--- src/sysprot_pkg.sv ---
package sysprot_pkg;

  // ==========================================================================
  // Bus carriers
  // ==========================================================================
  localparam int ADDR_W = 8;
  localparam int DATA_W = 32;
  localparam int SEL_W  = 4;

  typedef struct packed {
    logic              cyc;
    logic              stb;
    logic              we;
    logic [ADDR_W-1:0] adr;
    logic [SEL_W-1:0]  sel;
    logic [DATA_W-1:0] dat;
  } wb_req_t;

  typedef struct packed {
    logic              ack;
    logic [DATA_W-1:0] dat;
  } wb_rsp_t;

  // ==========================================================================
  // Register byte offsets
  // ==========================================================================
  localparam logic [ADDR_W-1:0] OFS_PROTECT_KEY  = 8'h00;
  localparam logic [ADDR_W-1:0] OFS_RAM_SIZE_SEL = 8'h04;
  localparam logic [ADDR_W-1:0] OFS_FLASH_CYCLE  = 8'h08;
  localparam logic [ADDR_W-1:0] OFS_STATUS       = 8'h0C;

  // ==========================================================================
  // Protection key
  // ==========================================================================
  localparam logic [15:0] PROTECT_UNLOCK_KEY = 16'h0096;
  localparam logic [15:0] PROTECT_KEY_RESET  = 16'h0000;

  // ==========================================================================
  // RAM size select fields
  // ==========================================================================
  localparam int          RAM_CODE_LSB       = 0;
  localparam int          RAM_CODE_W         = 3;
  localparam logic [2:0]  RAM_CODE_RESET     = 3'h3;
  localparam logic [2:0]  RAM_CODE_MAX_LEGAL = 3'h3;
  localparam int          RAM_RSVD_WR_POS    = 8;
  localparam logic        RAM_RSVD_WR_RESET  = 1'b0;
  localparam int          RAM_RSVD_RO_LSB    = 4;
  localparam logic [2:0]  RAM_RSVD_RO_VALUE  = 3'h3;
  localparam logic [15:0] RAM_MIN_BYTES      = 16'h0200;

  // ==========================================================================
  // Flash read cycle fields
  // ==========================================================================
  localparam int          FLASH_WAIT_LSB     = 0;
  localparam int          FLASH_WAIT_W       = 2;
  localparam logic [1:0]  FLASH_WAIT_RESET   = 2'h0;
  localparam int          FLASH_READY_POS    = 7;
  localparam logic        FLASH_READY_RESET  = 1'b0;

  // ==========================================================================
  // Status fields
  // ==========================================================================
  localparam int STAT_PROTECT_ON_POS   = 0;
  localparam int STAT_BLOCKED_WR_POS   = 1;
  localparam int STAT_RAM_ILLEGAL_POS  = 2;
  localparam int STAT_FLASH_READY_POS  = 3;

endpackage

--- src/protected_field.sv ---
`timescale 1ns/1ps
module protected_field #(
  parameter int               WIDTH = 1,
  parameter logic [WIDTH-1:0] RESET = '0
) (
  input  wire logic             clk,
  input  wire logic             rst_b,
  input  wire logic             wr_en,
  input  wire logic             unlocked,
  input  wire logic [WIDTH-1:0] wr_data,
  output logic      [WIDTH-1:0] value_ff,
  output logic                  blocked
);

  // ==========================================================================
  // Field storage, writes land only while unlocked
  // ==========================================================================
  always_ff @(posedge clk) begin
    if (!rst_b) begin
      value_ff <= RESET;
    end else if (wr_en && unlocked) begin
      value_ff <= wr_data;
    end
  end

  // Write that was thrown away because protection was on
  assign blocked = wr_en & ~unlocked;

endmodule

--- src/system_protect_and_memory_config.sv ---
// Decided for this implementation: the Wishbone interface to the registers and the register offsets.
`timescale 1ns/1ps
// How it works
// - Writing key 0x0096 to the protect key register lifts write protection.
// - Any key value other than 0x0096 means protection is enabled.
// - While protected, writes to protected bits are dropped; stored values stay.
// - Unlock persists until a non-key value is written; software re-locks afterwards.
// - Key register is 16-bit read/write, resets to 0x0000, so locked after reset.
// - 3-bit RAM size code: 512B, 1KB, 2KB, 4KB; resets to 0x3; protected.
// - Bit 7 of flash cycle register reads 1 when flash is accessible.
// - In normal operation the flash ready flag shows flash accessible.
// - 2-bit protected read-wait code, reset 0x0, gives 1 to 4 read cycles.
module system_protect_and_memory_config
  import sysprot_pkg::*;
(
  input  wire logic                 clk,
  input  wire logic                 rst_b,
  input  wire sysprot_pkg::wb_req_t wb_req,
  output sysprot_pkg::wb_rsp_t      wb_rsp_ff,
  input  wire logic                 flash_hold_pin,
  output logic                      protect_on_ff,
  output logic [2:0]                ram_size_code_ff,
  output logic [15:0]               ram_size_bytes_ff,
  output logic [2:0]                flash_read_cycles_ff,
  output logic                      flash_ready_ff
);

  // ==========================================================================
  // Helpers
  // ==========================================================================
  function automatic logic [15:0] merge16(
    input logic [15:0]      old_v,
    input logic [31:0]      new_v,
    input logic [SEL_W-1:0] sel
  );
    logic [15:0] res;
    res = old_v;
    if (sel[0]) begin
      res[7:0] = new_v[7:0];
    end
    if (sel[1]) begin
      res[15:8] = new_v[15:8];
    end
    return res;
  endfunction

  function automatic logic [15:0] ram_bytes(input logic [2:0] code);
    logic [15:0] res;
    res = RAM_MIN_BYTES << code;
    return res;
  endfunction

  function automatic logic ram_code_illegal(input logic [2:0] code);
    return code > RAM_CODE_MAX_LEGAL;
  endfunction

  // ==========================================================================
  // Bus decode
  // ==========================================================================
  logic        access;
  logic        commit;
  logic        wr_commit;
  logic        hit_key;
  logic        hit_ram;
  logic        hit_flash;
  logic        hit_status;
  logic [15:0] key_ff;
  logic [15:0] nxt_key;
  logic        unlocked;
  logic        blocked_wr_ff;
  logic        flash_hold_meta_ff;
  logic        flash_hold_sync_ff;
  logic        out_of_reset_ff;

  assign access     = wb_req.cyc & wb_req.stb;
  // Commit on the edge at which the master sees ack
  assign commit     = access & wb_rsp_ff.ack;
  assign wr_commit  = commit & wb_req.we;
  assign hit_key    = (wb_req.adr == OFS_PROTECT_KEY);
  assign hit_ram    = (wb_req.adr == OFS_RAM_SIZE_SEL);
  assign hit_flash  = (wb_req.adr == OFS_FLASH_CYCLE);
  assign hit_status = (wb_req.adr == OFS_STATUS);

  // ==========================================================================
  // Protection key
  // ==========================================================================
  assign nxt_key  = merge16(key_ff, wb_req.dat, wb_req.sel);
  assign unlocked = (key_ff == PROTECT_UNLOCK_KEY);

  always_ff @(posedge clk) begin
    if (!rst_b) begin
      key_ff <= PROTECT_KEY_RESET;
    end else if (wr_commit && hit_key) begin
      key_ff <= nxt_key;
    end
  end

  always_ff @(posedge clk) begin
    if (!rst_b) begin
      protect_on_ff <= 1'b1;
    end else if (wr_commit && hit_key) begin
      protect_on_ff <= (nxt_key != PROTECT_UNLOCK_KEY);
    end
  end

  // ==========================================================================
  // Protected fields
  // ==========================================================================
  logic       ram_code_wr;
  logic       ram_rsvd_wr;
  logic       flash_wait_wr;
  logic [2:0] ram_code;
  logic       ram_rsvd;
  logic [1:0] flash_wait;
  logic       ram_code_blk;
  logic       ram_rsvd_blk;
  logic       flash_wait_blk;
  logic       any_blocked;

  // Lane 0 carries the low fields, lane 1 the reserved bit
  assign ram_code_wr   = wr_commit & hit_ram & wb_req.sel[0];
  assign ram_rsvd_wr   = wr_commit & hit_ram & wb_req.sel[1];
  assign flash_wait_wr = wr_commit & hit_flash & wb_req.sel[0];

  protected_field #(
    .WIDTH (RAM_CODE_W),
    .RESET (RAM_CODE_RESET)
  ) u_ram_code (
    .clk      (clk),
    .rst_b    (rst_b),
    .wr_en    (ram_code_wr),
    .unlocked (unlocked),
    .wr_data  (wb_req.dat[RAM_CODE_LSB +: RAM_CODE_W]),
    .value_ff (ram_code),
    .blocked  (ram_code_blk)
  );

  protected_field #(
    .WIDTH (1),
    .RESET (RAM_RSVD_WR_RESET)
  ) u_ram_rsvd (
    .clk      (clk),
    .rst_b    (rst_b),
    .wr_en    (ram_rsvd_wr),
    .unlocked (unlocked),
    .wr_data  (wb_req.dat[RAM_RSVD_WR_POS]),
    .value_ff (ram_rsvd),
    .blocked  (ram_rsvd_blk)
  );

  protected_field #(
    .WIDTH (FLASH_WAIT_W),
    .RESET (FLASH_WAIT_RESET)
  ) u_flash_wait (
    .clk      (clk),
    .rst_b    (rst_b),
    .wr_en    (flash_wait_wr),
    .unlocked (unlocked),
    .wr_data  (wb_req.dat[FLASH_WAIT_LSB +: FLASH_WAIT_W]),
    .value_ff (flash_wait),
    .blocked  (flash_wait_blk)
  );

  assign any_blocked = ram_code_blk | ram_rsvd_blk | flash_wait_blk;

  // ==========================================================================
  // Derived configuration outputs
  // ==========================================================================
  always_ff @(posedge clk) begin
    if (!rst_b) begin
      ram_size_code_ff  <= RAM_CODE_RESET;
      ram_size_bytes_ff <= ram_bytes(RAM_CODE_RESET);
    end else begin
      ram_size_code_ff  <= ram_code;
      ram_size_bytes_ff <= ram_bytes(ram_code);
    end
  end

  always_ff @(posedge clk) begin
    if (!rst_b) begin
      flash_read_cycles_ff <= {1'b0, FLASH_WAIT_RESET} + 3'h1;
    end else begin
      flash_read_cycles_ff <= {1'b0, flash_wait} + 3'h1;
    end
  end

  // ==========================================================================
  // Flash ready
  // ==========================================================================
  // Hold request from outside is synchronised before use
  always_ff @(posedge clk) begin
    if (!rst_b) begin
      flash_hold_meta_ff <= 1'b0;
      flash_hold_sync_ff <= 1'b0;
    end else begin
      flash_hold_meta_ff <= flash_hold_pin;
      flash_hold_sync_ff <= flash_hold_meta_ff;
    end
  end

  always_ff @(posedge clk) begin
    if (!rst_b) begin
      out_of_reset_ff <= 1'b0;
    end else begin
      out_of_reset_ff <= 1'b1;
    end
  end

  always_ff @(posedge clk) begin
    if (!rst_b) begin
      flash_ready_ff <= FLASH_READY_RESET;
    end else begin
      flash_ready_ff <= out_of_reset_ff & ~flash_hold_sync_ff;
    end
  end

  // ==========================================================================
  // Status: blocked-write sticky flag, write one to clear
  // ==========================================================================
  logic blocked_clr;

  assign blocked_clr = wr_commit & hit_status & wb_req.sel[0] & wb_req.dat[STAT_BLOCKED_WR_POS];

  always_ff @(posedge clk) begin
    if (!rst_b) begin
      blocked_wr_ff <= 1'b0;
    end else if (any_blocked) begin
      blocked_wr_ff <= 1'b1;
    end else if (blocked_clr) begin
      blocked_wr_ff <= 1'b0;
    end
  end

  // ==========================================================================
  // Read mux
  // ==========================================================================
  logic [15:0] rd_key;
  logic [15:0] rd_ram;
  logic [15:0] rd_flash;
  logic [15:0] rd_status;
  logic [31:0] rd_data;

  always_comb begin
    rd_key = key_ff;
  end

  always_comb begin
    rd_ram = 16'h0000;
    rd_ram[RAM_CODE_LSB +: RAM_CODE_W]    = ram_code;
    rd_ram[RAM_RSVD_RO_LSB +: RAM_CODE_W] = RAM_RSVD_RO_VALUE;
    rd_ram[RAM_RSVD_WR_POS]               = ram_rsvd;
  end

  always_comb begin
    rd_flash = 16'h0000;
    rd_flash[FLASH_WAIT_LSB +: FLASH_WAIT_W] = flash_wait;
    rd_flash[FLASH_READY_POS]                = flash_ready_ff;
  end

  always_comb begin
    rd_status = 16'h0000;
    rd_status[STAT_PROTECT_ON_POS]  = protect_on_ff;
    rd_status[STAT_BLOCKED_WR_POS]  = blocked_wr_ff;
    rd_status[STAT_RAM_ILLEGAL_POS] = ram_code_illegal(ram_code);
    rd_status[STAT_FLASH_READY_POS] = flash_ready_ff;
  end

  always_comb begin
    rd_data = 32'h0000_0000;
    if (hit_key) begin
      rd_data[15:0] = rd_key;
    end else if (hit_ram) begin
      rd_data[15:0] = rd_ram;
    end else if (hit_flash) begin
      rd_data[15:0] = rd_flash;
    end else if (hit_status) begin
      rd_data[15:0] = rd_status;
    end
  end

  // ==========================================================================
  // Bus answer: ack one cycle after request, then dropped
  // ==========================================================================
  always_ff @(posedge clk) begin
    if (!rst_b) begin
      wb_rsp_ff.ack <= 1'b0;
    end else begin
      wb_rsp_ff.ack <= access & ~wb_rsp_ff.ack;
    end
  end

  always_ff @(posedge clk) begin
    if (!rst_b) begin
      wb_rsp_ff.dat <= 32'h0000_0000;
    end else if (access && !wb_rsp_ff.ack && !wb_req.we) begin
      wb_rsp_ff.dat <= rd_data;
    end else if (!access) begin
      wb_rsp_ff.dat <= 32'h0000_0000;
    end
  end

endmodule

--- config.mk ---
export PLATFORM = sky130hd
export DESIGN_NAME = system_protect_and_memory_config
export DESIGN_NICKNAME = d
export VERILOG_FILES = /design/src/sysprot_pkg.sv /design/src/protected_field.sv /design/src/system_protect_and_memory_config.sv
export SDC_FILE = /design/constraint.sdc
export NUM_CORES = 1
export LEC_CHECK = 0
export ABC_AREA = 1
export BUFFER_PORTS_ARGS = -buffer_cell sky130_fd_sc_hd__clkbuf_2
export CORE_AREA = 2 2 78 80
export DETAILED_ROUTE_END_ITERATION = 12
export DIE_AREA = 0 0 80 82
export PLACE_DENSITY = 0.86
export SLEW_MARGIN = 20
export SYNTH_ARGS = -nofsm -noshare
export SYNTH_HDL_FRONTEND = slang
export SYNTH_HIERARCHICAL = 1
export SYNTH_SLANG_ARGS = --single-unit
--- constraint.sdc ---
create_clock -name clk -period 4.8 [get_ports clk]
set_input_delay 0 -clock clk [delete_from_list [all_inputs] [get_ports clk]]
set_output_delay 0 -clock clk [all_outputs]
set_load 0.02 [all_outputs]
==> reports/qor.yml, run 1 <==
setup_path:
  cp_cell_sequence: "inv_2, nor3_4, inv_1, nor2_1, inv_1, nor4_2, inv_1, nor2_1, nor3_1, a21oi_1"
  crit_path_max_incr_delay_ns: 0.43
  critical_path_required_ns: 5.04
  path_common_cell: "inv_1"
  crit_slowest_cell: "dfxtp_1"
  regToRegSetupSlack_ns: 3.03
  cp_max_fo: 4
  critical_path_class: "reg2reg"
  end_kind: "flip-flop"
  start_kind: "flip-flop"
  crit_arrival_ns: 2.01
  critical_path_buf_inv_count: 4
  cp_top_family: "simple AND/OR/NAND/NOR gates"
clock_network:
  cts_tree: "done"
  clk_latency_ns: 0.33
  cts-root-buf: "clkbuf_8"
  clk_pin_slew_ns: 0.06
  cts_num_sinks: 58
  cts_buffer_depth: 2
  htree_levels: 3
  cts_buffers: 9
global_routing:
  gr-total-overflow: 0
  grt_max_degree: 37
  grt_pass1_vias: 2262
  grt_use_total: 0.1940
  antenna_found_initial: 0
  grt_pass1_wl_mm: 9.873
yosys:
  synth_top_area_share: 0.4148
  synth_cell_type_count: 31
  async_reset_ff_frac: 0
  syn_avg_cell_area_um2: 7.308
  synth_warnings: 6
  synth_top_area_cell: "dfxtp_1"
  synth_cells: 383
  synth_area_leaders: "dfxtp_1 41%, nand2_1 11%, buf_4 7.8%"
  syn_area_mm2: 0.002799
  ys_ff_latch: 58
  ys_seq_area_frac: 0.4148
  synth_common_cells: "84 x nand2_1, 58 x dfxtp_1, 46 x inv_1"
  ys.flop_type: "dfxtp_1"
  synth.most_common_cell: "nand2_1"
  synth-edff-count: 0
sta:
  rsz0062_at_grt: "false"
  tns_ns: 0
  min_period_over_period: 0.3684
  setup_viol: 0
  finalHoldViolCount: 0
  fin_crit_ns: 1.768
  slew_violations: 0
  max_freq_mhz: 565.5
  timing.slew.headroom: 0.5028
  holdWs_ns: 0.07581
  fin_worst_skew_ns: 0.006789
  worstMarginPinSlew_ns: 0.7457
floorplanning:
  dieHeight_um: 82
  die_area_mm2: 0.006560
  die_w_um: 80
  io_pins: 107
  rows: 28
  initial_core_util: 0.4872
  core_area_mm2: 0.005746
drt:
  ant_nets: 0
  drt_iter0_drc: 170
  drc: 0
  vias: 2565
  routed_wirelength_mm: 6.101
  first_pass_iters: 4
  wl_per_cell_um: 11.45
  vias_per_cell: 4.812
final_layout:
  drive_above_1_share: 0.2227
  area_growth_pct: 18.06
  nFillCells: 541
  antenna_cells: 0
  finalInstanceArea_mm2: 0.003304
  final_nets: 504
pwr:
  peakVddDrop_mv: 0.1333
  p_per_area_mw_per_mm2: 306.1
  p_leak_nw: 1.569
min_path:
  hold_class: "in2reg"
place:
  place_area_mm2: 0.003037
  gp_congestion: 0.8414
  dp_hpwl_mm: 4.438
  portBuffers: 63
flow_run:
  max_cap_violations: 0
outcome:
  status: "completed"
==> report_power, final <==
group	total (mW)	leakage, nW	internal (mW)	switching [mW]
clock network	0.445	0.101	0.268	0.177
logic	0.0819	1.00	0.0236	0.0584
registers	0.485	0.468	0.484	0.00134
==> cell families (layout without fill, tap and decap cells) <==
logic type,Yosys count,in the layout,share of synthesized area
buf+inv,85,136,0.1636
compound gates,66,66,0.1390
simple gates,172,172,0.2767
other cells,1,25,0.001340
flops,58,58,0.4148
fa+ha+maj,1,1,0.004470
==> worst min-delay path, stage by stage <==
cell	delay (ns)
clkbuf_2	0.08
inv_1	0.04
nand2_1	0.04
o21ai_0	0.12
a211oi_2	0.08
==> layer usage <==
layer  vias up  global-route usage  share of wire
met4         0              0.1136          0.028
met1      1139              0.2417           0.43
met3        17             0.03626          0.066
met5         -                   0              0
li1       1318                   -              -
met2        91              0.3142           0.47
==> state kept, by name (all words and copies together), names as in the netlist <==
name                   cells
blocked_wr_ff              1
protect_on_ff              1
flash_read_cycles_ff       3
u_ram_rsvd/value_ff        1
ram_size_bytes_ff          7
key_ff                    16
u_ram_code/value_ff        3
wb_rsp_ff                 17
out_of_reset_ff            1
u_flash_wait/value_ff      2
ram_size_code_ff           3
flash_hold_sync_ff         1
flash_hold_meta_ff         1
flash_ready_ff             1
==> metrics by stage <==
step / setup WS [ns] / total power, mW / utilization / std cells
3_3_place_gp: 2.791 / 0.5707 / 0.5285 / 510
5_1_grt: 2.872 / 1.049 / 0.5751 / 533
2_1_floorplan: 3.016 / 0.5650 / - / 407
3_5_place_dp: 2.777 / 0.5721 / 0.5285 / 510
6_report: 3.032 / 1.011 / 0.5751 / 533
4_1_cts: 3.054 / 1.022 / 0.5751 / 533
==> layout make-up <==
type / instances / area (µm²) / share of cell area
Clock buffer: 14 / 162.7 / 0.04922
Multi-Input combinational cell: 264 / 1270 / 0.3843
Sequential cell: 58 / 1161 / 0.3514
Clock inverter: 2 / 35.03 / 0.01060
Inverter: 49 / 188.9 / 0.05718
Timing Repair Buffer: 71 / 392.9 / 0.1189
Tap cell: 75 / 93.84 / 0.02840
==> placed cells by master (no fill, tap or decap) <==
cell           count
a211oi_2           3
a21oi_1           28
buf_4              1
bufinv_16          1
clkbuf_1           3
clkbuf_2          63
clkbuf_8          11
clkinv_1           1
clkinv_2           1
clkinv_4           1
conb_1            25
dfxtp_1           58
dlygate4sd3_1      7
ha_1               1
inv_1             46
inv_2              1
nand2_1           84
nand2_2            4
nand2_4            1
nand3_1           26
nand4_1            5
nor2_1            33
nor2_2             3
nor2_4             1
nor3_1            10
nor3_4             2
nor4_1             1
nor4_2             1
o211ai_1           3
o21ai_0           24
o21ai_2            7
o31ai_1            1
or2_2              1
==> what timing repair did <==
item                       4_1_cts  5_1_grt
setup endpoints to repair        0        0
resized for setup                0        0
hold endpoints to repair         8        0
setup buffers                    0        0
hold buffers                     7        0
==> worst paths after layout <==
path                                          from              to  depth (start not counted)
worst max-delay path                 wb_rsp_ff[32]   blocked_wr_ff                         10
worst min-delay path                     wb_req[4]       key_ff[4]                          5
worst max register to register       wb_rsp_ff[32]   blocked_wr_ff                         10
worst min register to register  flash_hold_sync_ff  flash_ready_ff                          1
Power figures use the tool's default switching activity.
==> run 2: changes to the inputs <==
--- a/config.mk
+++ b/config.mk
@@ -7,10 +7,10 @@
 export LEC_CHECK = 0
 export ABC_AREA = 1
 export BUFFER_PORTS_ARGS = -buffer_cell sky130_fd_sc_hd__clkbuf_2
-export CORE_AREA = 2 2 78 80
+export CORE_AREA = 2 2 83 85
 export DETAILED_ROUTE_END_ITERATION = 12
-export DIE_AREA = 0 0 80 82
-export PLACE_DENSITY = 0.86
+export DIE_AREA = 0 0 85 87
+export PLACE_DENSITY = 0.81
 export SLEW_MARGIN = 20
 export SYNTH_ARGS = -nofsm -noshare
 export SYNTH_HDL_FRONTEND = slang
==> constraint.sdc (replaced) <==
create_clock -name clk -period 1.6 [get_ports clk]
set_input_delay 0 -clock clk [delete_from_list [all_inputs] [get_ports clk]]
set_output_delay 0 -clock clk [all_outputs]
set_load 0.02 [all_outputs]
==> run 2 against run 1 <==
Net effect:
- via count up 1.1%
- first-iteration DRC count fell by 14%
- clock-buffer cell count fell by 4
- critical endpoint unchanged
==> reports/qor.yml, run 2 (synthesis gave the netlist of run 1 again) <==
outcome:
  status: "completed"
sta:
  fin_ws_ns: 0.1089
  finalHoldViolCount: 0
  fin_worst_skew_ns: 0.007766
  max_freq_mhz: 670.6
  min_period_over_period: 0.9319
  setup_viol: 0
  rsz0062_at_grt: "true"
  tns_ns: 0
  slew_violations: 0
  timing.slew.headroom: 0.5765
  worstMarginPinSlew_ns: 0.6346
  fin_crit_ns: 1.491
final_layout:
  layout_commonest_cell: "nand2_1"
  final_util: 0.5154
  mostFrequentLayoutCells: "84 x nand2_1, 63 x clkbuf_2, 57 x dfxtp_1"
  drive_above_1_share: 0.2500
  top_regs: "wb_rsp_ff (17), key_ff (16), ram_size_bytes_ff (7)"
  regArea_mm2: 0.001165
  final_nets: 510
  nFillCells: 639
  multi_input_area_mm2: 0.001290
  largest_reg_flops: 17
  fin_cells: 544
  area_growth_pct: 20.97
  top_register: "wb_rsp_ff"
  antenna_cells: 0
global_routing:
  grt_pass1_wl_mm: 10.11
  antenna_found_initial: 0
  grt_max_degree: 36
  grt_pass1_vias: 2246
  gr-total-overflow: 0
  grt_use_total: 0.1724
clock_network:
  cts_buffer_depth: 2
  cts_num_sinks: 58
  cts_buffers: 9
  cts_tree: "done"
  cts-root-buf: "clkbuf_8"
  clk_pin_slew_ns: 0.07
  clk_latency_ns: 0.34
  htree_levels: 3
floorplanning:
  die_w_um: 85
  die_area_mm2: 0.007395
  rows: 30
  io_pins: 107
  dieHeight_um: 87
  core_area_mm2: 0.006569
  initial_core_util: 0.4261
setup_path:
  cp_top_family: "simple AND/OR/NAND/NOR gates"
  critical_path_buf_inv_count: 1
  cp_cell_sequence: "nand4_1, nor4_2, buf_4, nor2_1, nor3_1, a21oi_1"
  cp_max_fo: 8
  r2r_end: "blocked_wr_ff"
  worstRegToRegCells: 6
  critical_path_required_ns: 1.82
  crit_path_max_incr_delay_ns: 0.40
  regToRegSetupSlack_ns: 0.11
  start_kind: "flip-flop"
  end_kind: "flip-flop"
  critical_path_class: "reg2reg"
  crit_slowest_cell: "dfxtp_1"
  crit_arrival_ns: 1.72
  r2r_start: "key_ff[2]"
pwr:
  p_per_area_mw_per_mm2: 903.3
  switching_share: 0.2531
  p_sw_mw: 0.7741
  clockPowerShare: 0.442
  p_seq_frac: 0.475
  pwr-share-comb: 0.084
  power_mw: 3.058
  p_int_mw: 2.284
  peakVddDrop_mv: 0.4179
  p_leak_nw: 1.603
drt:
  routed_wirelength_mm: 6.289
  drt_iter0_drc: 146
  ant_nets: 0
  vias_per_cell: 4.765
  first_pass_iters: 4
  drc: 0
  wl_per_cell_um: 11.56
  vias: 2592
place:
  dp_slack_ns: 0.08211
  dp_hpwl_mm: 4.659
  portBuffers: 63
  gp_congestion: 0.9395
  dp_cells: 520
min_path:
  hold_start: "rst_b"
  hold_class: "in2reg"
  min_to: "blocked_wr_ff"
  holdPathStages: 3
flow_run:
  max_cap_violations: 0
-- run 2: cell types whose count changed in the layout (fill, tap and decap cells not counted), moves of 2 or more --
cell,previous run,this run
nor2_1,33,31
buf_4,1,7
clkinvlp_4,0,3
clkbuf_1,3,0
nor2_2,3,5
-- run 2: power groups by stage --
stage	clock network (mW)	logic, mW	registers, mW
final	1.35	0.256	1.45
after global routing	1.44	0.284	1.45
after CTS	1.38	0.250	1.45
after detailed placement	0	0.236	1.49
after global placement	0	0.231	1.49
after floorplan	0	0.206	1.49
-- run 2: tightest hold or removal path: cells and delay by family --
family / cells / cell delay (ns)
buffers and inverters: 2 / 0.28
AO/OA/AOI/OAI: 1 / 0.06
-- run 2: layout make-up --
cell class,count,share of cell area
flip-flops and latches,58,0.3441
clock buffers,10,0.04065
clock inverters,6,0.01959
multi-input cells,264,0.3810
inverters,49,0.05580
repair buffers,77,0.1293
well taps,80,0.02956
-- run 2: worst max path at each step --
| stage | from | endpoint | slack, ns | depth (start not counted) |
|---|---|---|---|---|
| finish | key_ff[2] | blocked_wr_ff | 0.11 | 6 |
| global placement | wb_rsp_ff[32] | blocked_wr_ff | 0.13 | 10 |
| floorplan | key_ff[5] | blocked_wr_ff | 0.07 | 6 |
| global route | wb_rsp_ff[32] | blocked_wr_ff | -0.01 | 10 |
| CTS | wb_rsp_ff[32] | blocked_wr_ff | 0.06 | 10 |
| detailed placement | wb_rsp_ff[32] | blocked_wr_ff | 0.08 | 10 |
-- run 2: per-layer routing --
metal | share of wire | GRT usage | wire length [µm]
met5 | 0 | 0 | 0
met4 | 0.024 | 0.08369 | 154
met3 | 0.078 | 0.05592 | 491
met2 | 0.45 | 0.2642 | 2823
met1 | 0.45 | 0.2192 | 2819
-- run 2: metrics by stage --
stage          cell area [µm²]  hold WS [ns]
6_report                  3386       0.05201
3_5_place_dp              3088        0.1901
3_3_place_gp              3088        0.1836
4_1_cts                   3362       0.05318
5_1_grt                   3386       0.09103
2_1_floorplan             2897       0.02772
-- run 2: repair_timing --
action,CTS,global route
buffers inserted,0,1
hold buffers,7,0
hold endpoints to repair,9,0
setup endpoints to repair,0,5
resized for setup,0,5
